[src/rtl/fdms_pkg.sv]
// package: register map, field layout and timing constants for drive/motor control
package fdms_pkg;
   localparam logic [9:0] DMC_OFFSET    = 10'h3f2;
   localparam logic [9:0] TDS_OFFSET    = 10'h3f3;
   localparam logic [9:0] ALT_OFFSET    = 10'h3f1;
   localparam logic [9:0] MODE_OFFSET   = 10'h3f8;
   localparam logic [7:0] DMC_RESET     = 8'h00;
   localparam logic [1:0] TDS_RESET     = 2'h0;
   localparam logic [2:0] MODE_RESET    = 3'h0;
   localparam int         MOTOR_LSB     = 4;
   localparam int         DMA_EN_BIT    = 3;
   localparam int         CTRL_RST_BIT  = 2;
   localparam int         ALT_DS0_BIT   = 5;
   localparam int         ALT_DS1_BIT   = 6;
   localparam int         ALT_DRV2_BIT  = 7;
   localparam int         MODE_ALT_BIT  = 0;
   localparam int         MODE_EXT_BIT  = 1;
   localparam int         MODE_SWAP_BIT = 2;
   localparam int         CLK_MHZ       = 125;
   localparam int         RST_MIN_NS    = 100;
   // least time rounds up
   localparam int         RST_MIN_CYC   = (RST_MIN_NS * CLK_MHZ + 999) / 1000;

   typedef struct packed {
      logic [3:0] motor;
      logic       dma_irq_enable;
      logic       controller_reset_n;
      logic       drive_code_bit1;
      logic       drive_code_bit0;
   } fdms_dmc_t;

   typedef struct packed {
      logic [9:0] addr;
      logic [7:0] wdata;
      logic       wr;
      logic       rd;
   } fdms_bus_req_t;

   typedef struct packed {
      logic [3:0] drive_pick_n;
      logic [3:0] spindle_out_n;
   } fdms_drive_t;
endpackage

[src/rtl/fdms_top.sv]
// drive select / motor enable register bank with drive decode

// Functional notes
// - control register: motors, enable, reset, select
// - any-time writes; soft reset keeps register
// - select code picks at most one drive
// - reset bit low holds controller reset
// - controller reset lasts at least 100ns
// - legacy modes: enable gates dma/irq pins
// - enable bit reads zero after reset
// - alternate mode: dma/irq pins always enabled
// - motor bits drive motor outputs
// - alt status bits 5,6 show select lines
// - alt status bit 7 shows second drive
// - tape register plain storage, kept on soft reset
// - tape read drives only bits 1:0
// - tape code 00 none, else drive n
// - internal decode: select qualified by motor bit
// - internal swapped: drives 0 and 1 exchanged
// - external decode: code out, motor0 qualified
// - external swapped: codes 00/01 exchanged
module fdms_top (
   // clock and reset
   input  wire logic                  i_clock,
   input  wire logic                  i_rst_b,
   // register port
   input  wire fdms_pkg::fdms_bus_req_t i_bus,
   output logic [7:0]                 o_rdata,
   output logic [7:0]                 o_rdata_oe_n,
   // configuration straps
   input  wire logic                  i_ext_decode,
   input  wire logic                  i_swap_drives,
   input  wire logic                  i_alt_mode,
   // disk interface
   input  wire logic                  i_second_drive_present_n,
   output fdms_pkg::fdms_drive_t      o_drive,
   // controller core side
   output logic                       o_controller_reset,
   output logic [1:0]                 o_tape_pick,
   // dma and interrupt pins
   input  wire logic                  i_dma_req,
   input  wire logic                  i_floppy_irq,
   input  wire logic                  i_dma_ack_n_pin,
   input  wire logic                  i_term_count_pin,
   output logic                       o_dma_req,
   output logic                       o_dma_req_oe_n,
   output logic                       o_floppy_irq,
   output logic                       o_floppy_irq_oe_n,
   output logic                       o_dma_ack_n,
   output logic                       o_term_count
);
   fdms_pkg::fdms_dmc_t dmc_r;
   logic [1:0]          tds_r;
   logic [2:0]          mode_r;
   logic [7:0]          rdata_r;
   logic [7:0]          rdata_oe_n_r;
   logic [1:0]          drv2_sync_r;
   logic [1:0]          ack_sync_r;
   logic [1:0]          tc_sync_r;
   logic [7:0]          rst_cnt_r;
   logic                ctl_rst_r;
   logic                pins_en;
   logic                wr_dmc;
   logic                wr_tds;
   logic                wr_mode;
   logic [1:0]          code;
   fdms_pkg::fdms_drive_t drv_nxt;
   fdms_pkg::fdms_drive_t drv_r;
   logic [7:0]          alt_status;

   function automatic logic [3:0] onehot4(input logic [1:0] c);
      onehot4 = 4'h1 << c;
   endfunction

   assign wr_dmc  = i_bus.wr && (i_bus.addr == fdms_pkg::DMC_OFFSET);
   assign wr_tds  = i_bus.wr && (i_bus.addr == fdms_pkg::TDS_OFFSET);
   assign wr_mode = i_bus.wr && (i_bus.addr == fdms_pkg::MODE_OFFSET);

   // control register; only hardware reset clears it
   always_ff @(posedge i_clock) begin
      if (!i_rst_b) begin
         dmc_r <= fdms_pkg::DMC_RESET;
      end else if (wr_dmc) begin
         dmc_r <= i_bus.wdata;
      end
   end

   // tape select, no internal use
   always_ff @(posedge i_clock) begin
      if (!i_rst_b) begin
         tds_r <= fdms_pkg::TDS_RESET;
      end else if (wr_tds) begin
         tds_r <= i_bus.wdata[1:0];
      end
   end

   // software copy of configuration straps, or-ed with the pins
   always_ff @(posedge i_clock) begin
      if (!i_rst_b) begin
         mode_r <= fdms_pkg::MODE_RESET;
      end else if (wr_mode) begin
         mode_r <= i_bus.wdata[2:0];
      end
   end

   // second-drive, dma ack and terminal count pins pass two flops
   always_ff @(posedge i_clock) begin
      if (!i_rst_b) begin
         drv2_sync_r <= 2'h3;
         ack_sync_r  <= 2'h3;
         tc_sync_r   <= 2'h0;
      end else begin
         drv2_sync_r <= {drv2_sync_r[0], i_second_drive_present_n};
         ack_sync_r  <= {ack_sync_r[0], i_dma_ack_n_pin};
         tc_sync_r   <= {tc_sync_r[0], i_term_count_pin};
      end
   end

   // stretch controller reset so a 0-then-1 pair still meets the minimum
   always_ff @(posedge i_clock) begin
      if (!i_rst_b) begin
         rst_cnt_r <= 8'(fdms_pkg::RST_MIN_CYC);
      end else if (!dmc_r.controller_reset_n) begin
         rst_cnt_r <= 8'(fdms_pkg::RST_MIN_CYC);
      end else if (rst_cnt_r != 8'h00) begin
         rst_cnt_r <= rst_cnt_r - 8'h01;
      end
   end

   always_ff @(posedge i_clock) begin
      if (!i_rst_b) begin
         ctl_rst_r <= 1'b1;
      end else begin
         ctl_rst_r <= !dmc_r.controller_reset_n || (rst_cnt_r > 8'h01);
      end
   end
   assign o_controller_reset = ctl_rst_r;

   // drive decode; straps are static, so the pin reads are not synchronised
   always_comb begin
      logic ext;
      logic swp;
      logic [3:0] mot;
      logic [3:0] sel;
      ext = i_ext_decode | mode_r[fdms_pkg::MODE_EXT_BIT];
      swp = i_swap_drives | mode_r[fdms_pkg::MODE_SWAP_BIT];
      mot = dmc_r.motor;
      code = {dmc_r.drive_code_bit1, dmc_r.drive_code_bit0};
      sel = onehot4(code);
      drv_nxt.drive_pick_n  = 4'hf;
      drv_nxt.spindle_out_n = 4'hf;
      if (!ext) begin
         if (!swp) begin
            drv_nxt.drive_pick_n  = ~(sel & mot);
            drv_nxt.spindle_out_n = ~mot;
         end else begin
            drv_nxt.drive_pick_n = ~({sel[3:2], sel[0], sel[1]} &
                                     {mot[3:2], mot[0], mot[1]});
            drv_nxt.spindle_out_n = ~{mot[3:2], mot[0], mot[1]};
         end
      end else begin
         // external decoder: code goes out, motor0 gated by selected drive
         drv_nxt.spindle_out_n[1] = 1'b1;
         drv_nxt.spindle_out_n[0] = ~|(sel & mot);
         if (swp && (code[1] == 1'b0)) begin
            drv_nxt.drive_pick_n[1:0] = {1'b0, ~code[0]};
         end else begin
            drv_nxt.drive_pick_n[1:0] = code;
         end
      end
   end

   always_ff @(posedge i_clock) begin
      if (!i_rst_b) begin
         drv_r <= '{drive_pick_n: 4'hf, spindle_out_n: 4'hf};
      end else begin
         drv_r <= drv_nxt;
      end
   end
   assign o_drive     = drv_r;
   assign o_tape_pick = tds_r;

   // dma/irq pin gating; alternate mode keeps them on even in reset
   assign pins_en = i_alt_mode | mode_r[fdms_pkg::MODE_ALT_BIT] |
                    dmc_r.dma_irq_enable;
   assign o_dma_req         = i_dma_req;
   assign o_floppy_irq      = i_floppy_irq;
   assign o_dma_req_oe_n    = ~pins_en;
   assign o_floppy_irq_oe_n = ~pins_en;
   assign o_dma_ack_n       = pins_en ? ack_sync_r[1] : 1'b1;
   assign o_term_count      = pins_en ? tc_sync_r[1] : 1'b0;

   // alternate status: reserved bits read as zero here
   always_comb begin
      alt_status = 8'h00;
      alt_status[fdms_pkg::ALT_DS0_BIT]  = drv_r.drive_pick_n[0];
      alt_status[fdms_pkg::ALT_DS1_BIT]  = drv_r.drive_pick_n[1];
      alt_status[fdms_pkg::ALT_DRV2_BIT] = drv2_sync_r[1];
   end

   // read data one cycle after the strobe; unmapped reads zero
   always_ff @(posedge i_clock) begin
      if (!i_rst_b) begin
         rdata_r      <= 8'h00;
         rdata_oe_n_r <= 8'hff;
      end else if (i_bus.rd) begin
         rdata_oe_n_r <= 8'h00;
         case (i_bus.addr)
            fdms_pkg::DMC_OFFSET:  rdata_r <= dmc_r;
            fdms_pkg::TDS_OFFSET: begin
               rdata_r      <= {6'h00, tds_r};
               rdata_oe_n_r <= 8'hfc;
            end
            fdms_pkg::ALT_OFFSET:  rdata_r <= alt_status;
            fdms_pkg::MODE_OFFSET: rdata_r <= {5'h00, mode_r};
            default:               rdata_r <= 8'h00;
         endcase
      end else begin
         rdata_r      <= 8'h00;
         rdata_oe_n_r <= 8'hff;
      end
   end
   assign o_rdata      = rdata_r;
   assign o_rdata_oe_n = rdata_oe_n_r;
endmodule

[config.mk]
export PLATFORM = sky130hd
export DESIGN_NAME = fdms_top
export DESIGN_NICKNAME = d
export VERILOG_FILES = /design/src/rtl/fdms_pkg.sv /design/src/rtl/fdms_top.sv
export SDC_FILE = /design/constraint.sdc
export NUM_CORES = 1
export LEC_CHECK = 0
export BUFFER_PORTS_ARGS = -buffer_cell sky130_fd_sc_hd__buf_2
export CORE_MARGIN = 3
export CORE_UTILIZATION = 45
export CTS_CLUSTER_DIAMETER = 80
export DETAILED_ROUTE_END_ITERATION = 10
export GPL_TIMING_DRIVEN = 0
export PLACE_DENSITY = 0.84
export SETUP_SLACK_MARGIN = 0.05
export SLEW_MARGIN = 0
export SYNTH_ARGS = -nofsm -noshare
export SYNTH_HDL_FRONTEND = slang
export SYNTH_SLANG_ARGS = --single-unit
[constraint.sdc]
create_clock -name i_clock -period 5.55 [get_ports i_clock]
set_clock_uncertainty 0.1 [all_clocks]
set_input_delay 0.555 -clock i_clock [delete_from_list [all_inputs] [get_ports i_clock]]
set_output_delay 0.555 -clock i_clock [all_outputs]
set_load 0.02 [all_outputs]
# [After elaboration in Yosys (flattened, before gate mapping)]
# Cells that the tools add are included.
[classes] mux=8 n_shift=1 bitwise_logic=14 eq_ne=4 reduce_logical=12 div=0 add_sub_neg=1 magnitude_cmp=1 multipliers=0
[op_table] operator="10-bit == test (second input constant)" n=4
[op_table] operator="8-bit case mux with 4 select lines" n=1
[op_table] operator="8-bit two-way mux" n=2
[op_table] operator="4-bit inverter" n=4
[op_table] operator="4-bit AND" n=2
[op_table] operator="8-bit by 1-bit greater-than comparator with 1-bit output (second input constant)" n=1
[op_table] operator="8-bit nonzero test" n=1
[op_table] operator="8-bit by 1-bit subtractor with 8-bit output (second input constant)" n=1
[op_table] operator="1-bit logical AND" n=4
[op_table] operator="2-bit two-way mux" n=2
[op_table] operator="1-bit inverter" n=4
[op_table] operator="1-bit OR" n=4
[op_table] operator="2-bit AND reduction" n=2
[op_table] operator="4-bit OR reduction" n=1
[op_table] operator="1-bit by 2-bit left shift with 4-bit output (first input constant)" n=1
[op_table] operator="1-bit two-way mux" n=3
[op_table] operator="1-bit logical NOT" n=2
[op_table] operator="2-bit OR reduction" n=1
[op_table] operator="1-bit logical OR" n=1
[totals] latch_bits=0 memories=0 ramBits=0 inputBits=30 output_inout_bits=33 rom_bits=0 ff_bits=52

# [Longest topological paths before layout]
[logic_depth] word_depth=5 mapped_depth=5

# [Least setup slack after synthesis]
# No wires, ideal clock.
[synth_path] path_kind="input-to-output" from="input i_alt_mode" to="output o_dma_ack_n" required_ps=4895 stages=2 arrival_time_ps=1433 path_slack_ps=3462 path_cell_list="nor3_1 -> or2_2"
[synth_between] elab_chain_cells=3
[synth_rtl] element="start: declaration" line_no="fdms_top.sv:33" text="input wire logic i_alt_mode,"
[synth_rtl] element="1-bit OR (2 in a row)" line_no="fdms_top.sv:184" text="assign pins_en = i_alt_mode | mode_r[fdms_pkg::MODE_ALT_BIT] |"
[synth_rtl] element="1-bit two-way mux" line_no="fdms_top.sv:190" text="assign o_dma_ack_n = pins_en ? ack_sync_r[1] : 1'b1;"
[synth_rtl] element="end: declaration" line_no="fdms_top.sv:49" text="output logic o_dma_ack_n,"
# No other way between the ends.

# [Worst setup path after layout]
[layout_path] from="register rst_cnt_r[0]" to="register rst_cnt_r[1]"
[layout_between] elab_chain_cells=1 word_cells_on_any_way=2 classes_between="add/sub (1); reduce/logical (1)"
[layout_rtl] element="start: declaration" line_no="fdms_top.sv:60" text="logic [7:0] rst_cnt_r;"
[layout_rtl] element="start signal: assignment" line_no="fdms_top.sv:122" text="rst_cnt_r <= 8'(fdms_pkg::RST_MIN_CYC);"
[layout_rtl] element="start signal: assignment" line_no="fdms_top.sv:124" text="rst_cnt_r <= 8'(fdms_pkg::RST_MIN_CYC);"
[layout_rtl] element="start signal: assignment" line_no="fdms_top.sv:126" text="rst_cnt_r <= rst_cnt_r - 8'h01;"
[layout_rtl] element="8-bit by 1-bit subtractor with 8-bit output or 8-bit nonzero test (tied branches)" line_no="fdms_top.sv:126, fdms_top.sv:125"
# Several ways; a longest one is shown, not always the timed one.
# A chain may end at the register's enable or synchronous reset.

==> impl_metrics.yaml <==
die:
  io_pins: 63
  fp.dieW_microns: 72.7
  die_area_sq_mm: 0.00529
  initial_utilization_pct: 48.3
  die_h_microns: 72.7
  core_sq_mm: 0.00414
  rows: 23
cts:
  clk_pin_slew_ns: 0.08
  numCtsBuffers: 5
  worstSkewPairLatency_ns: 0.30
  hold_buffers: 0
  cts_max_level: 2
  cts.sinks: 46
  post_cts_buffers: 0
  ctsLongestPathBuffers: 2
  cts_tree: "built"
  cts_root_buf: "clkbuf_8"
  cts_resized: 0
worst_setup_path:
  start_kind: "flop"
  critPathKind: "flop to flop"
  crit_fanout: 7
  crit_family: "simple AND/OR/NAND/NOR gates"
  crit_path_top_delay_cell: "or4b_2"
  rrSetupSlack_ns: 3.56
  ff2ff_path_depth: 4
  required_ns: 5.64
  arrival_ns: 2.08
  path_buf_inv: 1
  worstReg2RegEnd: "rst_cnt_r[1]"
  critPathMaxStageDelay_ns: 0.68
  setup.worst_path.end_class: "flop"
  r2r-start: "rst_cnt_r[0]"
  crit_chain: "inv_1 -> ha_1 -> or4b_2 -> o311a_1"
finish:
  antennaDiodeCount: 0
  drive_above_1_share_pct: 31.5
  nFillCells: 365
  final_common_cell: "buf_2"
  final_cell_mix: "buf_2 (59), dfxtp_1 (46), nand2_1 (27)"
  area_growth_pct: 22.9
  nets: 307
routing:
  wl_per_cell_microns: 13.6
  dr_total_vias: 1771
  viasPerCell: 5.43
  firstDrtPassIters: 4
  drt_first_iter_violations: 154
  drc: 0
  totalWireLength_microns: 4430
  ant_nets: 0
timing:
  fin_ws_ns: 3.56
  min_period_ns: 1.99
  finalHoldViolations: 0
  rsz0062_at_grt: "false"
  fin_setup_tns_ns: 0
  fmax_mhz: 504
  relSlewSlack_pct: 60.5
  worst-slew-pin-transition_ns: 0.588
  setup_viol: 0
  slew_viol_final: 0
  finalCritPeriodShare_pct: 35.8
grt:
  grt_overflow: 0
  grt_pass1_vias: 1606
  gr-usage-all-layers_pct: 17.7
  grt_max_degree: 15
  grt_pass1_wl_microns: 7260
  antenna_found_initial: 0
hold_path:
  hold_path_end: "ack_sync_r[1]"
  hold_path_class: "flop to flop"
  hold-path-cell-count: 1
  min_from: "ack_sync_r[0]"
flow_run:
  maxCapViolCount: 0
synthesis:
  yosysWarnings: 0
  avgSynthCellArea_sq_um: 9.49
  yosysSeqAreaShare_pct: 46.0
  ys_types: 45
  synth_cells: 211
  synth_seq_cells: 46
  syn_area_sq_mm: 0.00200
  synthesis.nets: 243
place:
  dp_slack_ns: 3.58
  place_congestion: 0.826
  place_hpwl_microns: 3360
  portBuffers: 57
power_and_ir_drop:
  cellLeakagePower_nw: 0.944
  peakVddDrop_uv: 144
  p_per_area_mw_per_mm2: 256
  finalPower_mw: 0.629
status:
  status: "finished clean"
cell usage after synthesis:
library cell   n  area (sq um)
buf_4          9          67.6
buf_2          2          10.0
nor3_1        10          50.1
xnor2_1        2          17.5
ha_1           2          25.0
and4bb_2       1          12.5
o21ai_0       11          55.1
dfxtp_1       46           921
o31ai_1        2          15.0
o2111ai_1      1          8.76
nand3_1        5          25.0
or3_1          3          18.8
a21oi_1        3          15.0
or3b_2         1          8.76
clkbuf_1       7          26.3
o311ai_0       1          8.76
inv_1          6          22.5
or3b_1         1          8.76
a22oi_1        3          22.5
a2111oi_0      2          17.5
buf_6          1          11.3
a311o_1        1          10.0
nor4b_1        2          17.5
nand4_1        5          31.3
and4_1         4          35.0
nor2b_1        3          18.8
nand3b_1       1          7.51
xor2_1         1          8.76
mux2_2         3          33.8
mux4_2         1          22.5
nand2_1       27           101
o32ai_1        1          8.76
or2_2          2          12.5
o211ai_1       2          15.0
nand2b_1       4          25.0
and2b_2        1          8.76
mux2i_1       14           140
a211oi_1       1          7.51
nand4bb_1      2          22.5
and2_1         5          31.3
nor2_1         7          26.3
or4_1          2          15.0
or4b_2         1          10.0
a2111oi_2      1          15.0
o311a_1        1          10.0
worst max path at each step:
stage,to,cells after the start,slack [ns],startpoint
after floorplan,o_dma_ack_n,2,3.46,i_alt_mode
final,rst_cnt_r[1],4,3.56,rst_cnt_r[0]
after global routing,rst_cnt_r[3],5,3.49,rst_cnt_r[1]
after CTS,o_dma_ack_n,3,3.56,dmc_r[3]
after detailed placement,rst_cnt_r[1],4,3.58,rst_cnt_r[0]
after global placement,o_rdata[0],4,3.58,i_bus[10]
state kept, by name (all words and copies together), names as in the netlist, 3 cells and up:
register and flops:
mode_r 3, rst_cnt_r 8, o_drive 8, o_rdata 8, dmc_r 6
layer usage:
layer / global-route usage [%] / wire, microns / vias to the layer above / share of wire, %
met5: 0 / 0 / - / 0
met4: 8.61 / 80 / 0 / 1.8
met3: 5.23 / 335 / 8 / 7.6
met2: 27.9 / 2160 / 64 / 49
met1: 22.0 / 1850 / 822 / 42
li1: - / - / 877 / -
cell families after synthesis:
logic type | count (synthesis) | share of synthesized area (%)
and+or+nand+nor | 87 | 24.3
DFF | 46 | 46.0
AOI/OAI and AO/OA | 30 | 10.4
buffers and inverters | 25 | 6.87
muxes | 18 | 9.81
xor gates and xnor gates | 3 | 1.31
adders and majority gates | 2 | 1.25
worst register-to-register path, delay by kind of cell (launching register included):
| family | cells | cell delay [ns] |
|---|---|---|
| buffers and inverters | 1 | 0.10 |
| flip-flops | 1 | 0.37 |
| AO/OA/AOI/OAI | 1 | 0.35 |
| adder cells (fa/ha/maj) | 1 | 0.28 |
| AND/OR/NAND/NOR | 1 | 0.68 |
where the power goes:
part,internal [mW],switching [mW]
sequential,0.333,0.00163
combinational,0.0225,0.0285
clock,0.134,0.109
cell type report:
type,instances,area (sq um),share of cell area (%)
Inverter,6,22.5,0.916
Sequential cell,46,921,37.4
Buffer,19,115,4.68
Clock inverter,2,37.5,1.53
Clock buffer,6,72.6,2.95
Multi-Input combinational cell,140,943,38.4
Tap cell,50,62.6,2.54
Timing Repair Buffer,57,285,11.6
through the flow:
step / hold WS [ns] / util [%] / instance area (sq um) / std cells
after CTS: 0.312 / 59.4 / 2460 / 326
after detailed placement: 0.292 / 56.7 / 2350 / 318
final: 0.309 / 59.4 / 2460 / 326
after floorplan: 0.286 / - / 2000 / 211
after global placement: 0.289 / 56.7 / 2350 / 318
after global routing: 0.324 / 59.4 / 2460 / 326
No activity file was read; power rests on OpenSTA's default activity.
